File: src/rtl/lps_regs.svh
`ifndef LPS_REGS_SVH
`define LPS_REGS_SVH

// --------------------------------------------------
// register offsets
// --------------------------------------------------
`define LPS_ADDR_CFG  8'h01
`define LPS_ADDR_PLO  8'h03
`define LPS_ADDR_PHI  8'h04
`define LPS_ADDR_LLO  8'h05
`define LPS_ADDR_LMID 8'h06
`define LPS_ADDR_LHI  8'h07
`define LPS_ADDR_PRES 8'h08
`define LPS_ADDR_LRLO 8'h09
`define LPS_ADDR_LRHI 8'h0A
`define LPS_ADDR_RNG  8'h0B

// bus address byte for writes; reads use it with bit 0 set
`define LPS_ADDR_WR   8'h88

// --------------------------------------------------
// reset values and fields
// --------------------------------------------------
`define LPS_RST_CFG   8'h00
`define LPS_RST_PLO   8'h00
`define LPS_RST_PHI   8'hFF
`define LPS_RST_LLO   8'h00
`define LPS_RST_LMID  8'hF0
`define LPS_RST_LHI   8'hFF
`define LPS_RST_RNG   3'h0
`define LPS_CFG_MASK  8'hFC
`define LPS_CFG_PEN   7
`define LPS_CFG_SLP   6:4
`define LPS_CFG_DRV   3
`define LPS_CFG_LEN   2

// --------------------------------------------------
// timing
// --------------------------------------------------
`define LPS_CLK_NS      25
`define LPS_PMEAS_NS    540000
`define LPS_LPERIOD_NS  100000000
`define LPS_SLPUNIT_NS  12500000
`define LPS_CYC_UP(ns) (((ns) + `LPS_CLK_NS - 1) / `LPS_CLK_NS)

`endif

File: src/rtl/lps_pkg.sv
`default_nettype none

package lps_pkg;

  typedef enum logic [3:0] {
    I_IDLE = 4'b0000,
    I_ADDR = 4'b0001,
    I_ACKA = 4'b0010,
    I_REG  = 4'b0011,
    I_ACKR = 4'b0100,
    I_WDAT = 4'b0101,
    I_ACKW = 4'b0110,
    I_RDAT = 4'b0111,
    I_RACK = 4'b1000
  } lps_i2c_e;

  typedef enum logic [1:0] {
    P_OFF   = 2'b00,
    P_MEAS  = 2'b01,
    P_SLEEP = 2'b10
  } lps_prox_e;

endpackage

`default_nettype wire

File: src/rtl/lps_core.sv
`timescale 1ns/1ps
`default_nettype none
`include "lps_regs.svh"

module lps_core #(
  parameter logic [31:0] PMEAS_CYC   = `LPS_CYC_UP(`LPS_PMEAS_NS),
  parameter logic [31:0] LPERIOD_CYC = `LPS_CYC_UP(`LPS_LPERIOD_NS),
  parameter logic [31:0] SLPUNIT_CYC = `LPS_CYC_UP(`LPS_SLPUNIT_NS)
) (
  input  wire logic        sys_clk_i,
  input  wire logic        rst_i,
  input  wire logic        scl_i,
  input  wire logic        sda_i,
  output logic             sda_o,
  output logic             sda_oe_o,
  input  wire logic [7:0]  prox_adc_i,
  input  wire logic [11:0] light_adc_i,
  output logic             emitter_sink_pin_o,
  output logic             emitter_drive_sel_o,
  output logic [2:0]       light_range_sel_o,
  output logic [9:0]       light_full_scale_o,
  output logic             prox_out_of_range_o,
  output logic             light_out_of_range_o
);

  // ------------------------------------------------
  // helpers
  // ------------------------------------------------
  function automatic logic [6:0] sleep_units(input logic [2:0] c);
    unique case (c)
      3'h7: sleep_units = 7'h00;
      3'h6: sleep_units = 7'h01;
      3'h5: sleep_units = 7'h04;
      3'h4: sleep_units = 7'h06;
      3'h3: sleep_units = 7'h08;
      3'h2: sleep_units = 7'h10;
      3'h1: sleep_units = 7'h20;
      3'h0: sleep_units = 7'h40;
    endcase
  endfunction

  function automatic logic [9:0] full_scale(input logic [2:0] c);
    unique case (c)
      3'h0:    full_scale = 10'h320;
      3'h1:    full_scale = 10'h190;
      3'h2:    full_scale = 10'h0C8;
      3'h3:    full_scale = 10'h064;
      default: full_scale = 10'h032;
    endcase
  endfunction

  // ------------------------------------------------
  // pin synchronisers
  // ------------------------------------------------
  logic [2:0] scl_s_reg;
  logic [2:0] sda_s_reg;
  logic       scl_f_reg;
  logic       sda_f_reg;
  logic       scl_p_reg;
  logic       sda_p_reg;

  always_ff @(posedge sys_clk_i) begin
    if (rst_i) begin
      scl_s_reg <= 3'h7;
      sda_s_reg <= 3'h7;
      scl_f_reg <= 1'b1;
      sda_f_reg <= 1'b1;
      scl_p_reg <= 1'b1;
      sda_p_reg <= 1'b1;
    end else begin
      scl_s_reg <= {scl_s_reg[1:0], scl_i};
      sda_s_reg <= {sda_s_reg[1:0], sda_i};
      if (scl_s_reg[1] == scl_s_reg[2]) scl_f_reg <= scl_s_reg[2];
      if (sda_s_reg[1] == sda_s_reg[2]) sda_f_reg <= sda_s_reg[2];
      scl_p_reg <= scl_f_reg;
      sda_p_reg <= sda_f_reg;
    end
  end

  wire scl_rise  = scl_f_reg & ~scl_p_reg;
  wire scl_fall  = ~scl_f_reg & scl_p_reg;
  wire scl_hold  = scl_f_reg & scl_p_reg;
  wire start_det = scl_hold & sda_p_reg & ~sda_f_reg;
  wire stop_det  = scl_hold & ~sda_p_reg & sda_f_reg;

  // ------------------------------------------------
  // serial slave
  // ------------------------------------------------
  lps_pkg::lps_i2c_e st_reg;
  logic [3:0]        bit_reg;
  logic [7:0]        sh_reg;
  logic [7:0]        tx_reg;
  logic [7:0]        ptr_reg;
  logic              rw_reg;
  logic              nack_reg;
  logic              oe_reg;
  logic [7:0]        rd_byte;

  wire addr_hit = {sh_reg[7:1], 1'b0} == `LPS_ADDR_WR;
  wire byte_end = scl_fall & (bit_reg == 4'h8);
  wire wr_stb   = byte_end & ~start_det & ~stop_det
                & (st_reg == lps_pkg::I_WDAT);

  always_ff @(posedge sys_clk_i) begin
    if (rst_i) begin
      st_reg   <= lps_pkg::I_IDLE;
      bit_reg  <= 4'h0;
      sh_reg   <= 8'h00;
      tx_reg   <= 8'h00;
      ptr_reg  <= 8'h00;
      rw_reg   <= 1'b0;
      nack_reg <= 1'b0;
      oe_reg   <= 1'b0;
    end else if (stop_det) begin
      st_reg <= lps_pkg::I_IDLE;
      oe_reg <= 1'b0;
    end else if (start_det) begin
      st_reg  <= lps_pkg::I_ADDR;
      bit_reg <= 4'h0;
      oe_reg  <= 1'b0;
    end else if (scl_rise) begin
      sh_reg   <= {sh_reg[6:0], sda_f_reg};
      bit_reg  <= bit_reg + 4'h1;
      nack_reg <= sda_f_reg;
    end else if (scl_fall) begin
      unique case (st_reg)
        lps_pkg::I_IDLE: begin
        end
        lps_pkg::I_ADDR: if (byte_end) begin
          oe_reg <= addr_hit;
          rw_reg <= sh_reg[0];
          st_reg <= addr_hit ? lps_pkg::I_ACKA : lps_pkg::I_IDLE;
        end
        lps_pkg::I_ACKA: begin
          bit_reg <= 4'h0;
          tx_reg  <= rd_byte;
          oe_reg  <= rw_reg & ~rd_byte[7];
          st_reg  <= rw_reg ? lps_pkg::I_RDAT : lps_pkg::I_REG;
        end
        lps_pkg::I_REG: if (byte_end) begin
          ptr_reg <= sh_reg;
          oe_reg  <= 1'b1;
          st_reg  <= lps_pkg::I_ACKR;
        end
        lps_pkg::I_ACKR, lps_pkg::I_ACKW: begin
          bit_reg <= 4'h0;
          oe_reg  <= 1'b0;
          st_reg  <= lps_pkg::I_WDAT;
        end
        lps_pkg::I_WDAT: if (byte_end) begin
          ptr_reg <= ptr_reg + 8'h01;
          oe_reg  <= 1'b1;
          st_reg  <= lps_pkg::I_ACKW;
        end
        lps_pkg::I_RDAT: if (byte_end) begin
          ptr_reg <= ptr_reg + 8'h01;
          oe_reg  <= 1'b0;
          st_reg  <= lps_pkg::I_RACK;
        end else begin
          tx_reg <= {tx_reg[6:0], 1'b0};
          oe_reg <= ~tx_reg[6];
        end
        lps_pkg::I_RACK: begin
          // master nack ends the burst; wait for stop or restart
          bit_reg <= 4'h0;
          tx_reg  <= rd_byte;
          oe_reg  <= ~nack_reg & ~rd_byte[7];
          st_reg  <= nack_reg ? lps_pkg::I_IDLE : lps_pkg::I_RDAT;
        end
        default: st_reg <= lps_pkg::I_IDLE;
      endcase
    end
  end

  // ------------------------------------------------
  // register file
  // ------------------------------------------------
  logic [7:0]  cfg_reg;
  logic [7:0]  plo_reg;
  logic [7:0]  phi_reg;
  logic [7:0]  llo_reg;
  logic [7:0]  lmid_reg;
  logic [7:0]  lhi_reg;
  logic [2:0]  rng_reg;
  logic [7:0]  pres_reg;
  logic [11:0] lres_reg;

  wire [11:0] light_low_limit  = {lmid_reg[3:0], llo_reg};
  wire [11:0] light_high_limit = {lhi_reg, lmid_reg[7:4]};

  always_ff @(posedge sys_clk_i) begin
    if (rst_i) begin
      cfg_reg  <= `LPS_RST_CFG;
      plo_reg  <= `LPS_RST_PLO;
      phi_reg  <= `LPS_RST_PHI;
      llo_reg  <= `LPS_RST_LLO;
      lmid_reg <= `LPS_RST_LMID;
      lhi_reg  <= `LPS_RST_LHI;
      rng_reg  <= `LPS_RST_RNG;
    end else if (wr_stb) begin
      unique case (ptr_reg)
        `LPS_ADDR_CFG:  cfg_reg  <= sh_reg & `LPS_CFG_MASK;
        `LPS_ADDR_PLO:  plo_reg  <= sh_reg;
        `LPS_ADDR_PHI:  phi_reg  <= sh_reg;
        `LPS_ADDR_LLO:  llo_reg  <= sh_reg;
        `LPS_ADDR_LMID: lmid_reg <= sh_reg;
        `LPS_ADDR_LHI:  lhi_reg  <= sh_reg;
        `LPS_ADDR_RNG:  rng_reg  <= sh_reg[2:0];
        default: begin
        end
      endcase
    end
  end

  // result registers and 0x02 are not writable from the bus
  always_comb begin
    unique case (ptr_reg)
      `LPS_ADDR_CFG:  rd_byte = cfg_reg;
      `LPS_ADDR_PLO:  rd_byte = plo_reg;
      `LPS_ADDR_PHI:  rd_byte = phi_reg;
      `LPS_ADDR_LLO:  rd_byte = llo_reg;
      `LPS_ADDR_LMID: rd_byte = lmid_reg;
      `LPS_ADDR_LHI:  rd_byte = lhi_reg;
      `LPS_ADDR_PRES: rd_byte = pres_reg;
      `LPS_ADDR_LRLO: rd_byte = lres_reg[7:0];
      `LPS_ADDR_LRHI: rd_byte = {4'h0, lres_reg[11:8]};
      `LPS_ADDR_RNG:  rd_byte = {5'h00, rng_reg};
      default:        rd_byte = 8'h00;
    endcase
  end

  wire       prox_en  = cfg_reg[`LPS_CFG_PEN];
  wire       light_en = cfg_reg[`LPS_CFG_LEN];
  wire [2:0] slp_sel  = cfg_reg[`LPS_CFG_SLP];

  // ------------------------------------------------
  // proximity sequencer
  // ------------------------------------------------
  lps_pkg::lps_prox_e pst_reg;
  lps_pkg::lps_prox_e pst_next;
  logic [31:0]        pcnt_reg;
  logic [31:0]        pcnt_next;

  wire [31:0] slp_cyc = {25'h0, sleep_units(slp_sel)} * SLPUNIT_CYC;
  wire prox_done = (pst_reg == lps_pkg::P_MEAS)
                 & (pcnt_reg == PMEAS_CYC - 32'h1);

  always_comb begin
    pst_next  = pst_reg;
    pcnt_next = pcnt_reg + 32'h1;
    if (!prox_en) begin
      pst_next  = lps_pkg::P_OFF;
      pcnt_next = 32'h0;
    end else begin
      unique case (pst_reg)
        lps_pkg::P_OFF: begin
          pst_next  = lps_pkg::P_MEAS;
          pcnt_next = 32'h0;
        end
        lps_pkg::P_MEAS: if (prox_done) begin
          pcnt_next = 32'h0;
          pst_next  = (slp_cyc == 32'h0) ? lps_pkg::P_MEAS
                                          : lps_pkg::P_SLEEP;
        end
        // compared from below: a switch to no sleep mid-sleep cannot stall
        lps_pkg::P_SLEEP: if (pcnt_reg + 32'h1 >= slp_cyc) begin
          pcnt_next = 32'h0;
          pst_next  = lps_pkg::P_MEAS;
        end
        default: begin
          pst_next  = lps_pkg::P_OFF;
          pcnt_next = 32'h0;
        end
      endcase
    end
  end

  // ------------------------------------------------
  // light timer
  // ------------------------------------------------
  logic [31:0] lcnt_reg;
  wire light_done = light_en & (lcnt_reg == LPERIOD_CYC - 32'h1);
  wire prox_oor   = (prox_adc_i < plo_reg)
                  | (prox_adc_i > phi_reg);
  wire light_oor  = (light_adc_i < light_low_limit)
                  | (light_adc_i > light_high_limit);

  always_ff @(posedge sys_clk_i) begin
    if (rst_i) begin
      pst_reg  <= lps_pkg::P_OFF;
      pcnt_reg <= 32'h0;
      lcnt_reg <= 32'h0;
      pres_reg <= 8'h00;
      lres_reg <= 12'h000;
      prox_out_of_range_o  <= 1'b0;
      light_out_of_range_o <= 1'b0;
    end else begin
      pst_reg  <= pst_next;
      pcnt_reg <= pcnt_next;
      lcnt_reg <= (!light_en || light_done) ? 32'h0
                                            : lcnt_reg + 32'h1;
      if (prox_done) begin
        pres_reg            <= prox_adc_i;
        prox_out_of_range_o <= prox_oor;
      end
      if (light_done) begin
        lres_reg             <= light_adc_i;
        light_out_of_range_o <= light_oor;
      end
    end
  end

  // ------------------------------------------------
  // output flops
  // ------------------------------------------------
  always_ff @(posedge sys_clk_i) begin
    if (rst_i) begin
      sda_o               <= 1'b0;
      sda_oe_o            <= 1'b0;
      emitter_sink_pin_o  <= 1'b0;
      emitter_drive_sel_o <= 1'b0;
      light_range_sel_o   <= 3'h0;
      light_full_scale_o  <= 10'h320;
    end else begin
      sda_o               <= 1'b0;
      sda_oe_o            <= oe_reg;
      emitter_sink_pin_o  <= pst_next == lps_pkg::P_MEAS;
      emitter_drive_sel_o <= cfg_reg[`LPS_CFG_DRV];
      light_range_sel_o   <= rng_reg;
      light_full_scale_o  <= full_scale(rng_reg);
    end
  end
endmodule // lps_core

`default_nettype wire

File: config.mk
export PLATFORM = sky130hd
export DESIGN_NAME = lps_core
export DESIGN_NICKNAME = d
export VERILOG_FILES = /design/src/rtl/lps_pkg.sv /design/src/rtl/lps_core.sv
export VERILOG_INCLUDE_DIRS = /design/src /design/src/rtl
export SDC_FILE = /design/constraint.sdc
export NUM_CORES = 1
export LEC_CHECK = 0
export ABC_AREA = 1
export BUFFER_PORTS_ARGS = -buffer_cell sky130_fd_sc_hd__buf_4
export CAP_MARGIN = 20
export CORE_MARGIN = 1.5
export CORE_UTILIZATION = 50
export CTS_CLUSTER_DIAMETER = 60
export DETAILED_ROUTE_END_ITERATION = 6
export PLACE_DENSITY = 0.66
export SYNTH_ARGS = -nofsm -noshare
export SYNTH_HDL_FRONTEND = slang
export SYNTH_SLANG_ARGS = --single-unit
File: constraint.sdc
create_clock -name sys_clk_i -period 13.1 [get_ports sys_clk_i]
set_input_delay 0 -clock sys_clk_i [delete_from_list [all_inputs] [get_ports sys_clk_i]]
set_output_delay 0 -clock sys_clk_i [all_outputs]
set_load 0.01 [all_outputs]
==> results of run 1 <==
==> what timing repair did <==
| item | 4_1_cts | 5_1_grt |
|---|---|---|
| resized for setup | 0 | 0 |
| hold endpoints to repair | 31 | 0 |
| hold buffers | 35 | 0 |
==> synthesized netlist by cell type, drive strengths merged <==
cell / count
xnor2: 10
a21oi: 137
clkbuf: 28
and2: 2
nor4: 9
ha: 126
nand3: 82
a21boi: 3
a22oi: 2
o21ai: 87
o31ai: 2
o2111ai: 3
inv: 279
buf: 10
a311oi: 1
a21o: 2
nor2: 222
or4: 1
a221oi: 6
o211ai: 25
o21a: 1
fa: 12
and3: 1
o22ai: 18
a41oi: 1
a211oi: 11
nor3b: 6
a31oi: 3
o221ai: 2
nor3: 56
o21bai: 3
nand4: 30
conb: 1
or2: 12
xor2: 22
nand2: 330
dfxtp: 202
o41ai: 1
nand3b: 10
==> logic make-up after synthesis <==
group	Yosys count	synth area share (%)
AND/OR/NAND/NOR	761	26.9
other	1	0.0301
AO/OA/AOI/OAI	308	14.0
XOR/XNOR	32	2.25
flip-flops	202	32.4
adder cells (fa/ha/maj)	138	14.6
buffers and inverters	317	9.82
==> through the flow <==
| stage | util (%) | instances | cell area, um^2 | setup slack (ns) |
|---|---|---|---|---|
| final | 58.5 | 2171 | 14300 | 7.93 |
| after global routing | 58.5 | 2171 | 14300 | 7.50 |
| after CTS | 58.5 | 2171 | 14300 | 7.90 |
| after detailed placement | 53.4 | 2088 | 13000 | 7.91 |
| after floorplan | - | 1760 | 12500 | 8.49 |
| after global placement | 53.4 | 2088 | 13000 | 8.09 |
==> cell type report <==
type                    count  area (um^2)  share of cell area, %
clock buffers              31          709                   4.97
clock inverters            17          189                   1.32
inverters                 279         1050                   7.34
multi-input cells        1241         7200                   50.5
flip-flops and latches    202         4040                   28.3
well taps                 324          405                   2.84
repair buffers             77          666                   4.67
==> worst max-delay path by stage <==
stage	startpoint	end	depth (start not counted)
final	register	pcnt_reg[4]	25
after global routing	register	pcnt_reg[20]	25
after CTS	register	pcnt_reg[25]	25
after detailed placement	register	pcnt_reg[25]	25
after global placement	register	pcnt_reg[2]	25
after floorplan	register	pcnt_reg[5]	26
==> layer usage <==
layer	up-vias	wire [um]	global-route usage (%)
li1	5930	-	-
met1	5382	14400	32.0
met2	292	15300	44.3
met3	72	1550	3.49
met4	0	959	8.12
met5	-	0	0
==> worst max-delay path, delay by kind of cell (launching register included) <==
kind            cells  cell delay, ns
simple gates        9            1.21
compound gates      5            0.70
flops               1            0.49
buf+inv             5            0.25
fa+ha+maj           6            2.44
==> power breakdown <==
group	internal (mW)	leakage, nW	switching, mW
Sequential	0.615	1.63	0.000699
Combinational	0.0160	4.18	0.0191
Clock	0.433	0.432	0.289
==> run metrics, run 1 <==
maximum net fanout on the critical path=32; area share of the leading cell type in the synthesized netlist=32.4%; share of final-layout standard cells stronger than drive strength 1=7.20%; class of the most critical setup path=register to register; Worst Setup Start Kind=register; clock transition at the registers of the reported paths=0.06 ns; total routing resource utilization after global routing=25.3%; hold-critical path depth=3; cell type contributing the most total cell area after synthesis=dfxtp_1; WHS Endpoint=sda_s_reg[0]; DRC violation total after the first TritonRoute iteration=765; setup TNS=0 ns; flip-flop and latch count after synthesis=202; Final #Nets=1989; DR pass1 iterations=6; Lkg Pwr=6.24 nW; Hold Vio Cnt, Final=0; pin count of the biggest net entering global routing=55; Starting Density=51.1%; sequential element share of the synthesized area=32.4%; total via count in the routed design=11700; power per cell area=96.2 nW/um^2; Worst R2R Path Depth=25; mean area per synthesized cell=7.09 um^2; status=complete, no violations; r2r setup slk=7.93 ns; netlist area before placement=12500 um^2; master cell of the clock root buffer=clkbuf_16; delay of the slowest cell on the worst path=0.53 ns; first-pass GRT wire length=54100 um; most frequent cells in the layout=325 x nand2_1, 274 x inv_1, 208 x nor2_1; CTS tree=yes; slew at the pin closest to its max-slew limit=0.954 ns; CTS HTree Levels=1; final wirelength=32200 um; kind of end point of the critical path=register; count of antenna diodes in the layout=0; # DRC=0; CP required=13.56 ns; overall die width=161 um; number of top-level design ports=43; count of final max-slew check failures=0; Min Hold Slack=0.206 ns; arrival time worst endpoint=5.63 ns; vias in the first global route=11200; Reg2Reg Capture Point=pcnt_reg[4]; post-layout minimum cycle time=5.17 ns; peak clock frequency supported by timing=0.193 GHz; launch instance of the worst min-delay path=sda_i; Vert. Die Dim=161 um; fill cell count=2413; cell types with the largest area share after synthesis=dfxtp_1 32%, ha_1 13%, nand2_1 9.8%; post-CTS setup buffer count=0; Cell Rows=57; number of violations of the max-capacitance limit=0; clock network latency to the later pin of the worst-skew pair=0.55 ns; # setup viols final=0; CTS Buf Count=26; layout overhead on the synthesized area=14.4%; Die Footprint=25900 um^2; Slew Limit Headroom=36.1%; global route total overflow=0; overall power after layout=1.37 mW; Num Clock Sinks=202; count of different cell masters after synthesis=53; core footprint=24400 um^2; Final Wtd Congestion=0.910; antenna violations before repair=0; fraction of the cycle the final worst path needs=39.5%; input/output buffers=40; Detail Route Antenna Nets=0; final HPWL from detailed placement=24400 um; Slowest-stage cell, CP=fa_1; path category of the worst min-delay check=input port to register; vias per cell=5.38; commonest non-fill, non-tap cell in the layout=nand2_1; Routed WL per cell=14.8 um; RSZ-0062 raised after global routing=false; Critical Path Most Common Cell=inv_1; CTS max path bufs=3; number of cells produced by synthesis=1759; Synthesis Warnings=0; Setup Skew=0.0294 ns; Peak supply drop=0.0000872 V
Note: power is estimated with default switching activity, not from simulation.
==> run 2, diff against run 1 <==
- PLACE_DENSITY: 0.66 -> 0.69
- clock period: 13.1 -> 4.6 ns (I/O delays scaled with it)
==> run 2 against run 1 <==
Global-route usage rose by 0.20 points; final cell count rose by 1.3%; critical endpoint is now pcnt_reg[16]; combinational power rose to 2.9 times the previous value; sequential power rose to 2.8 times the previous value; clock power rose to 2.8 times the previous value; highest routed layer unchanged; via count rose by 0.66%; worst setup slack got worse by 8.0 ns; the run now ends with setup timing left; clock skew fell by 0.010 ns; die area did not move.
==> run metrics, run 2 (synthesized netlist as in run 1, its figures left out) <==
arrival time worst endpoint=5.10 ns (-0.53 ns); Final #Nets=2019 (+1.5%); final wirelength=33000 um (+2.3%); number of top-level design ports=43 (unchanged); first-pass GRT wire length=54600 um (+1.0%); cell type group with the largest total delay on the critical path=adder cells; Setup Skew=0.0193 ns (-0.0100 ns); peak clock frequency supported by timing=0.214 GHz (+11%); clock transition at the registers of the reported paths=0.06 ns (about the same); kind of end point of the critical path=register; Starting Density=51.1% (unchanged); CTS max path bufs=3 (unchanged); CP required=5.02 ns (-8.54 ns); Min Hold Slack=0.217 ns (+0.0108 ns); total routing resource utilization after global routing=25.5% (+0.20 points); class of the most critical setup path=register to register; status=finished, violations left; Peak supply drop=0.000240 V (+180%); DRC violation total after the first TritonRoute iteration=858 (+12%); count of final max-slew check failures=0 (unchanged); maximum net fanout on the critical path=6 (-81%); Routed WL per cell=15.0 um (+0.98%); Hold Vio Cnt, Final=0 (unchanged); Lkg Pwr=6.43 nW (+2.9%); Slew Limit Headroom=35.1% (-1.0 points); fraction of the cycle the final worst path needs=102% (+62 points); power per cell area=262 nW/um^2 (+170%); core footprint=24400 um^2 (unchanged); CTS Buf Count=25 (-3.8%); violations in the final reports=setup timing; Num Clock Sinks=202 (unchanged); vias in the first global route=11200 (-0.69%); commonest non-fill, non-tap cell in the layout=nand2_1; CTS tree=yes; # setup viols final=32 (+32); post-layout minimum cycle time=4.68 ns (-0.494 ns); Vert. Die Dim=161 um (unchanged); path category of the worst min-delay check=input port to register; setup TNS=-1.84 ns (-1.84 ns); total via count in the routed design=11800 (+0.66%); antenna violations before repair=0 (unchanged); Cell Rows=57 (unchanged); slew at the pin closest to its max-slew limit=0.970 ns (+0.0155 ns); count of antenna diodes in the layout=0 (unchanged); Detail Route Antenna Nets=0 (unchanged); CTS HTree Levels=1 (unchanged); input/output buffers=40 (unchanged); DR pass1 iterations=6 (unchanged); Critical Path Most Common Cell=nand2_1; most frequent cells in the layout=312 x nand2_1, 267 x inv_1, 201 x nor2_1; delay of the slowest cell on the worst path=0.60 ns (+0.07 ns); layout overhead on the synthesized area=18.8%; RSZ-0062 raised after global routing=true; Final Wtd Congestion=0.947 (+4.1%); final HPWL from detailed placement=24500 um (+0.40%); pin count of the biggest net entering global routing=80 (+45%); Slowest-stage cell, CP=fa_1; share of final-layout standard cells stronger than drive strength 1=11.4% (+4.2 points); critical path, cell by cell=fa_1 -> fa_1 -> fa_1 -> ha_1 -> ha_4 -> nand2_1 -> o21bai_1 -> a21oi_2 -> nand2_1 -> nand2_1 -> nand2_2 -> inv_2 -> ha_4 -> nand3_4 -> nor3_2 -> nand3_1 -> nor3_1 -> nand2_1 -> nand3_2 -> nand2_2 -> nand3_4 -> clkbuf_16 -> nor2_1; global route total overflow=0 (unchanged); master cell of the clock root buffer=clkbuf_16; # DRC=0 (unchanged); fill cell count=2233 (-7.5%); vias per cell=5.34 (-0.67%); minimum setup slack in the final design=-0.0763 ns (-8.01 ns); clock network latency to the later pin of the worst-skew pair=0.54 ns (about the same); Die Footprint=25900 um^2 (unchanged); overall die width=161 um (unchanged); CP Buf/Inv Count=2 (-3); number of violations of the max-capacitance limit=0 (unchanged); Worst Setup Start Kind=register
## run 2: cell types whose count changed in the layout (fill, tap and decap cells not counted), moves of 6 or more
cell     before  now
ha_4          0   10
nand2_2       5   16
inv_1       274  267
buf_4        42   67
ha_1        126  116
nand2_1     325  312
nor2_1      208  201
inv_2         5   12
a21oi_1     137  131
## run 2: final timing paths
kind	startpoint	endpoint	slack, ns	cells after the start
setup / recovery	register	pcnt_reg[16]	-0.08	23
hold / removal	sda_i	sda_s_reg[0]	0.22	3
setup reg to reg	register	pcnt_reg[16]	-0.08	23
hold reg to reg	sda_s_reg[0]	sda_s_reg[1]	0.42	1
## run 2: report_power, final
part | internal, mW | switching (mW) | total (mW)
combinational | 0.0467 | 0.0565 | 0.103
clock | 1.22 | 0.803 | 2.03
sequential | 1.75 | 0.00191 | 1.75
## run 2: cell type report
cell class / instances / area [um^2] / area share (%)
clock buffer: 34 / 719 / 4.86
clock inverter: 12 / 149 / 1.01
inverter: 279 / 1050 / 7.07
multi-input combinational: 1241 / 7490 / 50.5
sequential: 202 / 4050 / 27.3
tap: 324 / 405 / 2.74
timing repair buffer: 108 / 960 / 6.48
## run 2: stage by stage
stage / instances / util, % / worst slack, ns / cell area, um^2 / power [mW]
2_1_floorplan: 1760 / - / 0.00297 / 12500 / 1.84
3_3_place_gp: 2114 / 54.3 / -0.129 / 13300 / 1.87
3_5_place_dp: 2114 / 54.3 / -0.230 / 13300 / 1.88
4_1_cts: 2197 / 59.8 / -0.0272 / 14600 / 3.91
5_1_grt: 2200 / 60.7 / -0.252 / 14800 / 3.99
6_report: 2200 / 60.7 / -0.0763 / 14800 / 3.88
## run 2: metal layers
layer | part of all wire, % | global-route usage (%)
met5 | 0 | 0
met4 | 3.0 | 8.25
met3 | 4.6 | 3.28
met2 | 49 | 45.1
met1 | 44 | 32.0
## run 2: repair_timing
| item | in CTS | in global routing |
|---|---|---|
| setup buffers | 1 | 2 |
| hold buffers | 36 | 0 |
| resized for setup | 22 | 43 |
| pin swaps | 5 | 5 |
| endpoints found under the setup margin | 35 | 35 |
| hold endpoints to repair | 31 | 0 |
| cloned | 0 | 1 |
## run 2: worst register-to-register path: stages (launching register included)
cell	delay, ns
dfxtp_1	0.32
fa_1	0.60
fa_1	0.46
fa_1	0.49
ha_1	0.35
ha_4	0.30
nand2_1	0.13
o21bai_1	0.25
a21oi_2	0.06
nand2_1	0.07
nand2_1	0.06
nand2_2	0.07
inv_2	0.05
ha_4	0.28
nand3_4	0.07
nor3_2	0.12
nand3_1	0.09
nor3_1	0.18
nand2_1	0.12
nand3_2	0.10
nand2_2	0.06
nand3_4	0.13
clkbuf_16	0.17
nor2_1	0.03
